<file path="src/hw/ttyb_pkg.sv">
// Constants and carriers for the teletype burst readout block.
// Assumes a 200 MHz pclk and an APB master with 32-bit data.
package ttyb_pkg;

	// Clock and timing
	localparam int CLK_PERIOD_NS     = 5;
	localparam int CLK_HZ            = 1000000000 / CLK_PERIOD_NS;
	localparam int STEP_RATE_PPS     = 91;
	localparam int SLOW_STEP_CYCLES  = CLK_HZ / STEP_RATE_PPS;
	localparam int PHASE_TIME_NS     = 10000;
	localparam int PHASE_CYCLES      = PHASE_TIME_NS / CLK_PERIOD_NS;
	localparam int FAST_STEP_NS      = 20000;
	localparam int FAST_STEP_PHASES  = FAST_STEP_NS / PHASE_TIME_NS;

	// Geometry
	localparam int CHANNELS          = 25;
	localparam int ARRAY_ROWS        = 26;
	localparam int COLUMNS           = 22;

	// Step counter landmarks
	localparam logic [5:0] CNT_PRIMED     = 6'h00;
	localparam logic [5:0] CNT_FAST_START = 6'h02;
	localparam logic [5:0] CNT_FAST_END   = 6'h08;
	localparam logic [5:0] CNT_SEARCH_SET = 6'h2D;
	localparam logic [5:0] CNT_LAST       = 6'h33;
	localparam logic [5:0] CNT_FIRST      = 6'h01;

	// Columns 4 to 6 carry no data
	localparam logic [21:0] USED_COL_MASK = 22'h3FFFC7;

	// Register byte offsets
	localparam logic [7:0] REG_CTRL       = 8'h00;
	localparam logic [7:0] REG_STATUS     = 8'h04;
	localparam logic [7:0] REG_WDATA      = 8'h08;
	localparam logic [7:0] REG_LINE       = 8'h0C;
	localparam logic [7:0] REG_WMASK      = 8'h10;
	localparam logic [7:0] REG_ALARM_CHAN = 8'h14;

	// Control fields and reset values
	localparam int CTRL_RUN_BIT         = 0;
	localparam int CTRL_CLR_ALARM_BIT   = 8;
	localparam int CTRL_CLR_REFUSED_BIT = 9;
	localparam logic CTRL_RUN_RESET     = 1'b1;
	localparam logic PARITY_ODD         = 1'b1;

	// 32-bit word write carrier, as written to REG_WDATA
	typedef struct packed {
		logic [2:0]  unused;
		logic [4:0]  row;
		logic [1:0]  pad;
		logic [21:0] cols;
	} ttyb_word_t;

	// Status word, as read from REG_STATUS
	typedef struct packed {
		logic [13:0] zero_hi;
		logic        refused;
		logic        alarm;
		logic [4:0]  zero_mid;
		logic        run;
		logic        fast;
		logic        search;
		logic [1:0]  zero_lo;
		logic [5:0]  count;
	} ttyb_status_t;

endpackage

</file>
<file path="src/hw/ttyb_readout.sv">
// Teletype burst readout: core array, 51-step sequencer, shifters, line register.
// Assumes an APB master on pclk; relays and read-in control sit outside.
`timescale 1ns/1ps

module ttyb_readout
	import ttyb_pkg::*;
#(
	parameter int SLOW_STEP_CYCLES = ttyb_pkg::SLOW_STEP_CYCLES,
	parameter int PHASE_CYCLES     = ttyb_pkg::PHASE_CYCLES
)(
	// Clock and reset
	input  logic                           pclk,
	input  logic                           presetn,
	// APB slave
	input  logic                           psel,
	input  logic                           penable,
	input  logic                           pwrite,
	input  logic [7:0]                     paddr,
	input  logic [31:0]                    pwdata,
	output logic [31:0]                    prdata,
	output logic                           pready,
	output logic                           pslverr,
	// Teletype lines, 1 = open (space)
	output logic [ttyb_pkg::CHANNELS-1:0]  line_relay_open,
	// Read-in and alarm control
	output logic                           accept_window_level,
	output logic                           shift_time_pulse,
	output logic                           alarm_pulse
);

	////////////////////////////////////////////////////////////////////////////
	// Step table

	// Column dumped by each count, zero where none
	function automatic logic [4:0] dump_column(input logic [5:0] c);
		case (c)
			6'h01: dump_column = 5'h16;
			6'h03: dump_column = 5'h01;
			6'h05: dump_column = 5'h07;
			6'h07: dump_column = 5'h08;
			6'h09: dump_column = 5'h09;
			6'h0B: dump_column = 5'h0A;
			6'h0D: dump_column = 5'h0B;
			6'h11: dump_column = 5'h02;
			6'h13: dump_column = 5'h0C;
			6'h15: dump_column = 5'h0D;
			6'h18: dump_column = 5'h0E;
			6'h1A: dump_column = 5'h0F;
			6'h1C: dump_column = 5'h10;
			6'h20: dump_column = 5'h03;
			6'h22: dump_column = 5'h11;
			6'h24: dump_column = 5'h12;
			6'h27: dump_column = 5'h13;
			6'h29: dump_column = 5'h14;
			6'h2B: dump_column = 5'h15;
			default: dump_column = 5'h00;
		endcase
	endfunction

	// Counts that raise the shift-time pulse
	function automatic logic is_shift_time(input logic [5:0] c);
		case (c)
			6'h02, 6'h04, 6'h06, 6'h08, 6'h0A, 6'h0C, 6'h0E, 6'h10,
			6'h12, 6'h14, 6'h17, 6'h19, 6'h1B, 6'h1D, 6'h1F, 6'h21,
			6'h23, 6'h26, 6'h28, 6'h2A, 6'h2C, 6'h2E, 6'h30, 6'h32:
				is_shift_time = 1'b1;
			default:
				is_shift_time = 1'b0;
		endcase
	endfunction

	////////////////////////////////////////////////////////////////////////////
	// State

	logic [11:0]           phase_cnt;
	logic [21:0]           slow_cnt;
	logic                  slow_pend;
	logic [1:0]            fast_phase;
	logic                  fast;
	logic                  stretch;
	logic [5:0]            count;
	logic                  search;
	logic                  run;
	logic [CHANNELS-1:0]   stage1;
	logic [CHANNELS-1:0]   stage2;
	logic [CHANNELS-1:0]   stage3;
	logic [CHANNELS-1:0]   line_reg;
	logic [CHANNELS-1:0]   par_acc;
	logic [CHANNELS-1:0]   row_loaded;
	logic [CHANNELS-1:0]   row_checked;
	logic [CHANNELS-1:0]   alarm_chan;
	logic                  alarm;
	logic                  refused;
	logic [21:0]           wmask;
	logic [COLUMNS-1:0]    core_array [0:ARRAY_ROWS-1];

	////////////////////////////////////////////////////////////////////////////
	// Timing enables

	wire phase_three = (phase_cnt == 12'(PHASE_CYCLES - 1));
	wire slow_tick   = (slow_cnt == 22'(SLOW_STEP_CYCLES - 1));
	wire fast_due    = (fast_phase == 2'(FAST_STEP_PHASES - 1));
	// Stretch eats one phase cycle after count 51
	wire step_now    = phase_three && run && !stretch
	                 && (fast ? fast_due : slow_pend);
	wire [5:0] next_count = count + 6'h01;
	wire [4:0] col_sel    = step_now ? dump_column(next_count) : 5'h00;
	wire       dump_now   = (col_sel != 5'h00);
	// Shift at 8 lands the start bit; skipping it loses a bit at 9
	wire       shift_now  = step_now && is_shift_time(next_count);
	wire       fast_range = (next_count > CNT_FAST_START)
	                      && (next_count < CNT_FAST_END);
	wire [21:0] clr_mask  = dump_now ? (22'h000001 << (col_sel - 5'h01)) : 22'h000000;

	always_ff @(posedge pclk or negedge presetn) begin
		if (!presetn) begin
			phase_cnt <= 12'h000;
			slow_cnt  <= 22'h000000;
		end else begin
			phase_cnt <= phase_three ? 12'h000 : phase_cnt + 12'h001;
			slow_cnt  <= slow_tick ? 22'h000000 : slow_cnt + 22'h000001;
		end
	end

	// Slow ticks wait for the next phase-three enable
	always_ff @(posedge pclk or negedge presetn) begin
		if (!presetn) begin
			slow_pend <= 1'b0;
		end else if (slow_tick) begin
			slow_pend <= 1'b1;
		end else if (step_now) begin
			slow_pend <= 1'b0;
		end
	end

	////////////////////////////////////////////////////////////////////////////
	// 51-step counter and flags

	always_ff @(posedge pclk or negedge presetn) begin
		if (!presetn) begin
			count      <= CNT_PRIMED;
			stretch    <= 1'b0;
			fast       <= 1'b0;
			fast_phase <= 2'h0;
			search     <= 1'b0;
		end else begin
			if (stretch && phase_three) begin
				count   <= CNT_PRIMED;
				stretch <= 1'b0;
			end else if (step_now) begin
				count <= next_count;
				if (next_count == CNT_LAST) begin
					stretch <= 1'b1;
				end
			end
			if (step_now && next_count == CNT_FAST_START) begin
				fast <= 1'b1;
			end else if (step_now && next_count == CNT_FAST_END) begin
				fast <= 1'b0;
			end
			if (!fast || step_now) begin
				fast_phase <= 2'h0;
			end else if (phase_three) begin
				fast_phase <= fast_phase + 2'h1;
			end
			if (step_now && next_count == CNT_SEARCH_SET) begin
				search <= 1'b1;
			end else if (step_now && next_count == CNT_LAST) begin
				search <= 1'b0;
			end
		end
	end

	////////////////////////////////////////////////////////////////////////////
	// Column sense and shifters

	logic [CHANNELS-1:0] column_sense_amp;

	always_comb begin
		column_sense_amp = '0;
		for (int r = 0; r < CHANNELS; r++) begin
			column_sense_amp[r] = dump_now ? core_array[r][col_sel - 5'h01] : 1'b0;
		end
	end

	// Dump and shift never share a count, so one branch at a time
	always_ff @(posedge pclk or negedge presetn) begin
		if (!presetn) begin
			stage1   <= '0;
			stage2   <= '0;
			stage3   <= '0;
			line_reg <= '0;
		end else if (dump_now) begin
			stage1 <= column_sense_amp;
		end else if (shift_now) begin
			stage1   <= '0;
			stage2   <= stage1;
			stage3   <= stage2;
			line_reg <= stage3;
		end
	end

	// Relays skip the fast shifts at 4 and 6, so parity never shows
	always_ff @(posedge pclk or negedge presetn) begin
		if (!presetn) begin
			line_relay_open <= '0;
		end else if (shift_now && !fast_range) begin
			line_relay_open <= stage3;
		end
	end

	always_ff @(posedge pclk or negedge presetn) begin
		if (!presetn) begin
			shift_time_pulse <= 1'b0;
		end else begin
			shift_time_pulse <= shift_now;
		end
	end

	assign accept_window_level = search;

	////////////////////////////////////////////////////////////////////////////
	// Parity check of outgoing bits

	wire cycle_start = step_now && (next_count == CNT_FIRST);
	wire cycle_end   = step_now && (next_count == CNT_LAST);
	wire [CHANNELS-1:0] bad_chan = row_checked & (par_acc ^ {CHANNELS{PARITY_ODD}});

	always_ff @(posedge pclk or negedge presetn) begin
		if (!presetn) begin
			par_acc     <= '0;
			row_checked <= '0;
		end else if (cycle_start) begin
			par_acc     <= '0;
			row_checked <= row_loaded;
		end else if (shift_now) begin
			par_acc <= par_acc ^ stage3;
		end
	end

	wire apb_setup   = psel && !penable;
	wire apb_wr      = psel && penable && pwrite;
	wire clr_alarm   = apb_wr && (paddr == REG_CTRL) && pwdata[CTRL_CLR_ALARM_BIT];
	wire clr_refused = apb_wr && (paddr == REG_CTRL) && pwdata[CTRL_CLR_REFUSED_BIT];
	wire raise_alarm = cycle_end && (bad_chan != '0);

	// A new failure beats a clear in the same cycle
	always_ff @(posedge pclk or negedge presetn) begin
		if (!presetn) begin
			alarm       <= 1'b0;
			alarm_chan  <= '0;
			alarm_pulse <= 1'b0;
		end else begin
			alarm_pulse <= raise_alarm;
			if (raise_alarm) begin
				alarm      <= 1'b1;
				alarm_chan <= alarm_chan | bad_chan;
			end else if (clr_alarm) begin
				alarm      <= 1'b0;
				alarm_chan <= '0;
			end
		end
	end

	////////////////////////////////////////////////////////////////////////////
	// APB decode

	wire mapped    = (paddr == REG_CTRL) || (paddr == REG_STATUS)
	              || (paddr == REG_WDATA) || (paddr == REG_LINE)
	              || (paddr == REG_WMASK) || (paddr == REG_ALARM_CHAN);

	assign pready  = 1'b1;
	assign pslverr = psel && penable && !mapped;

	ttyb_word_t word_in;
	assign word_in = ttyb_word_t'(pwdata);

	wire wr_fire = apb_wr && (paddr == REG_WDATA);
	wire wr_hit  = wr_fire && search && (word_in.row < 5'(ARRAY_ROWS));
	wire [21:0] write_sel = wmask & USED_COL_MASK;

	ttyb_status_t status;
	always_comb begin
		status          = '0;
		status.count    = count;
		status.search   = search;
		status.fast     = fast;
		status.run      = run;
		status.alarm    = alarm;
		status.refused  = refused;
	end

	logic [31:0] rd_mux;
	always_comb begin
		case (paddr)
			REG_CTRL:       rd_mux = {31'h00000000, run};
			REG_STATUS:     rd_mux = status;
			REG_LINE:       rd_mux = {7'h00, line_reg};
			REG_WMASK:      rd_mux = {10'h000, wmask};
			REG_ALARM_CHAN: rd_mux = {7'h00, alarm_chan};
			default:        rd_mux = 32'h00000000;
		endcase
	end

	always_ff @(posedge pclk or negedge presetn) begin
		if (!presetn) begin
			prdata <= 32'h00000000;
		end else if (apb_setup && !pwrite) begin
			prdata <= rd_mux;
		end
	end

	always_ff @(posedge pclk or negedge presetn) begin
		if (!presetn) begin
			run     <= CTRL_RUN_RESET;
			wmask   <= USED_COL_MASK;
			refused <= 1'b0;
		end else begin
			if (apb_wr && paddr == REG_CTRL) begin
				run <= pwdata[CTRL_RUN_BIT];
			end
			if (apb_wr && paddr == REG_WMASK) begin
				wmask <= pwdata[21:0] & USED_COL_MASK;
			end
			if (wr_fire && !wr_hit) begin
				refused <= 1'b1;
			end else if (clr_refused) begin
				refused <= 1'b0;
			end
		end
	end

	////////////////////////////////////////////////////////////////////////////
	// Core array

	// Dump clears its column; a write loads only the masked columns of its row
	always_ff @(posedge pclk or negedge presetn) begin
		if (!presetn) begin
			for (int r = 0; r < ARRAY_ROWS; r++) begin
				core_array[r] <= '0;
			end
		end else begin
			for (int r = 0; r < ARRAY_ROWS; r++) begin
				if (wr_hit && word_in.row == 5'(r)) begin
					core_array[r] <= (core_array[r] & ~clr_mask & ~write_sel)
					               | (word_in.cols & write_sel);
				end else begin
					core_array[r] <= core_array[r] & ~clr_mask;
				end
			end
		end
	end

	// Rows 0 to 24 written this search are checked next readout
	always_ff @(posedge pclk or negedge presetn) begin
		if (!presetn) begin
			row_loaded <= '0;
		end else if (wr_hit && word_in.row < 5'(CHANNELS)) begin
			row_loaded <= row_loaded | (25'h0000001 << word_in.row);
		end else if (cycle_start) begin
			row_loaded <= '0;
		end
	end

endmodule

</file>
<file path="config.mk">
export PLATFORM = sky130hd
export DESIGN_NAME = ttyb_readout
export DESIGN_NICKNAME = d
export VERILOG_FILES = /design/src/hw/ttyb_pkg.sv /design/src/hw/ttyb_readout.sv
export SDC_FILE = /design/constraint.sdc
export NUM_CORES = 2
export LEC_CHECK = 0
export ABC_AREA = 1
export CAP_MARGIN = 20
export CORE_MARGIN = 2
export CORE_UTILIZATION = 39
export DETAILED_ROUTE_END_ITERATION = 8
export DONT_BUFFER_PORTS = 1
export REMOVE_ABC_BUFFERS = 1
export SYNTH_ARGS = -nofsm -noshare
export SYNTH_HDL_FRONTEND = slang
export SYNTH_SLANG_ARGS = --single-unit
</file>
<file path="constraint.sdc">
create_clock -name pclk -period 3.4 [get_ports pclk]
set_input_delay 0.68 -clock pclk [delete_from_list [all_inputs] [get_ports pclk]]
set_output_delay 0.68 -clock pclk [all_outputs]
set_load 0.02 [all_outputs]
</file>
==> flow_summary.toml <==
[routing]
met3_wirelength_mm = 17.9
drt_iter0_drc = 5277
wl_met1_mm = 69.5
routed_via_density = 5.81
routed.top_layer = "met5"
drtPass1Iterations = 6
wirelength_mm = 171
vias = 41536
wl_per_cell_microns = 23.9
drcViolationCount = 0
wl_met2_mm = 73.3
ant_nets = 0

[place]
io_buffers = 0
place_area_sq_um = 46700
hpwl_mm = 103
gp_congestion = 0.917
dp_cells = 6940

[clock_network]
clkTransAtPathRegs_ns = 0.06
clock_path_buffers = 3
cts.sinks = 870
numCtsBuffers = 95
cts-root-buf = "clkbuf_16"
htree_levels = 3
insertion_delay_ns = 0.69
cts_tree = "built"

[sta]
setup_violations = 0
period_needed_ns = 3.37
tightest_slew_ns = 1.49
clock_skew_ns = 0.0442
rsz0062_at_grt = "yes"
hold_viol_final = 150
holdWs_ns = -0.264
maxSlewViolCount = 0
clock.fmax_ghz = 0.296
fin_crit_sh = 0.992
max-slew-margin-rel = 0.00992

[layout]
final_util = 0.461
fillers = 10774
top_register = "core_array"
layout.cells.non_filler = 7151
area_growth_pct = 17.0
postLayoutCellArea_sq_um = 51000
largest_register_ff_count = 550
drive_above_1_share = 0.113
fin_nets = 5643

[worst_setup_path]
regToRegSetupSlack_ns = 0.03
path_max_fanout = 8
criticalPathCategory = "flip-flop to flip-flop"
cp_top_family = "buffers and inverters"
reg2regPathDepth = 22
slowest_stage = "dfrtp_1"
critPathBufInv = 9
critPathArrivalTime_ns = 3.99
r2r_end = "stage1[22]"
path_cells = "buf_6 -> clkinvlp_4 -> ha_4 -> buf_4 -> nand2_1 -> buf_4 -> nand2_1 -> nand4_1 -> nand2_4 -> nand2_8 -> inv_2 -> ha_4 -> buf_12 -> buf_12 -> buf_4 -> nand3_1 -> nand3_1 -> nand3_1 -> nand2_2 -> buf_4 -> nand2_1 -> nand2_1"
cp.required_ns = 4.02
cp_slowest_stage_delay_ns = 0.43
cp-start-kind = "flip-flop"
worst_setup_path_end_kind = "flip-flop"
crit_cells = 22
r2r-start = "count[0]"

[global_route]
grt_overflow = 0
grtUsageTotal = 0.288
grt_max_degree = 871
grt_pass1_vias = 39254
antenna_found_initial = 6
grt_pass1_wl_mm = 254

[status]
violations = "hold timing"
status = "complete, but fails checks"

[power]
powerDensity_nw_per_um2 = 422
ir_worst_vdd_mv = 0.379
power_mw = 21.5
leakage_nw = 22.9

[yosys]
async_flop_share = 1.00
synthDistinctLibCells = 52
seq_area_frac_synth = 0.500
synth_area_sq_um = 43600
syn_inst = 5623
synth_edf_count = 0
synthFlopType = "dfrtp_1"
ys_ff_latch = 870
avgSynthCellArea_sq_um = 7.75
yosys_warnings = 0

[worst_hold_path]
hold_path_class = "input pin to async pin"

[floorplanning]
core_area_sq_um = 111000
ios = 107
initial_utilization = 0.394
die_x_microns = 338
die-area_sq_um = 114000
rows = 122
die_y_microns = 338

[job]
drv_cap = 0
==> metrics by stage <==
step	TNS [ns]	setup slack, ns
after global placement	-1.51	-0.0592
after global routing	-3.86	-0.0858
after CTS	0	0.0179
final	0	0.0271
after floorplan	-7629.29	-14.74
after detailed placement	-0.555	-0.0769
==> how the worst max path moves through the flow <==
| stage | end | from | slack [ns] |
|---|---|---|---|
| CTS | stage1[8] | count[0] | 0.02 |
| floorplan | stage1[0] | count[0] | -14.74 |
| global placement | stage1[11] | count[0] | -0.06 |
| global route | core_array[237] | count[0] | -0.09 |
| finish | stage1[22] | count[0] | 0.03 |
| detailed placement | stage1[3] | count[0] | -0.08 |
==> routing by layer <==
layer | GRT usage | up-vias
met4 | 0.147 | 4
li1 | - | 18667
met3 | 0.0638 | 436
met2 | 0.426 | 2236
met1 | 0.397 | 20193
met5 | 0 | -
==> synth_stat cells, types with 20 or more instances <==
master / count / area [sq um]
nand3_1: 1265 / 6330
nand2_1: 1197 / 4490
dfrtp_1: 850 / 21300
o21ai_0: 735 / 3680
inv_1: 434 / 1630
clkbuf_1: 321 / 1200
nor2_1: 208 / 781
o21ai_1: 115 / 576
buf_2: 83 / 415
a21oi_1: 74 / 370
o22ai_1: 59 / 369
buf_1: 31 / 116
o211ai_1: 25 / 188
a21boi_0: 24 / 180
dfstp_2: 20 / 526
==> area by class of cell <==
cell class / instances / area [sq um] / share of cell area
timing repair buffer: 317 / 3750 / 0.0736
antenna: 2 / 5.00 / 0.0000981
clock buffer: 148 / 2930 / 0.0575
inverter: 452 / 1720 / 0.0337
sequential: 870 / 21800 / 0.427
tap: 1488 / 1860 / 0.0365
clock inverter: 26 / 282 / 0.00552
multi-input combinational: 3848 / 18600 / 0.366
==> placed cells by master (no fill, tap or decap), drive strengths merged <==
| cell type | instances |
|---|---|
| a221oi | 16 |
| dfstp | 20 |
| nand3 | 1267 |
| o2111ai | 2 |
| o211ai | 26 |
| a21boi | 24 |
| a32o | 1 |
| buf | 306 |
| xor2 | 14 |
| o21ai | 850 |
| dfrtp | 850 |
| nor2 | 211 |
| a211oi | 2 |
| and3 | 5 |
| a31oi | 2 |
| bufbuf | 1 |
| nor4 | 5 |
| clkinvlp | 4 |
| and2 | 2 |
| a41oi | 1 |
| o22ai | 59 |
| conb | 8 |
| a21oi | 75 |
| clkinv | 20 |
| clkbuf | 158 |
| or2 | 5 |
| nand2 | 1208 |
| a21o | 1 |
| nand4 | 21 |
| diode | 2 |
| nor3 | 24 |
| nand3b | 2 |
| ha | 14 |
| inv | 449 |
| xnor2 | 1 |
| a22o | 2 |
| bufinv | 5 |
==> power breakdown <==
| group | switching (mW) | internal [mW] | leakage, nW | total, mW |
|---|---|---|---|---|
| combinational | 0.314 | 0.0415 | 9.38 | 0.356 |
| sequential | 0.0285 | 10.4 | 11.9 | 10.4 |
| clock | 4.48 | 6.29 | 1.59 | 10.8 |
==> what timing repair did <==
item / CTS / global route
pin swaps: 1 / 19
gates cloned: 4 / 10
resized for setup: 18 / 108
endpoints found under the setup margin: 37 / 648
endpoints found under the hold margin: 850 / 153
buffers inserted: 0 / 19
==> kinds of logic (layout without fill, tap and decap cells) <==
group                      count (synthesis)  count (layout)  share of synthesized area
AOI/OAI and AO/OA                       1061            1061                      0.129
xor gates and xnor gates                  15              15                    0.00362
adders and majority gates                 14              14                    0.00402
buffers and inverters                    911             943                     0.0831
DFF                                      870             870                      0.500
other                                      2              10                   0.000172
and+or+nand+nor                         2750            2750                      0.280
No activity file was read; power rests on OpenSTA's default activity.
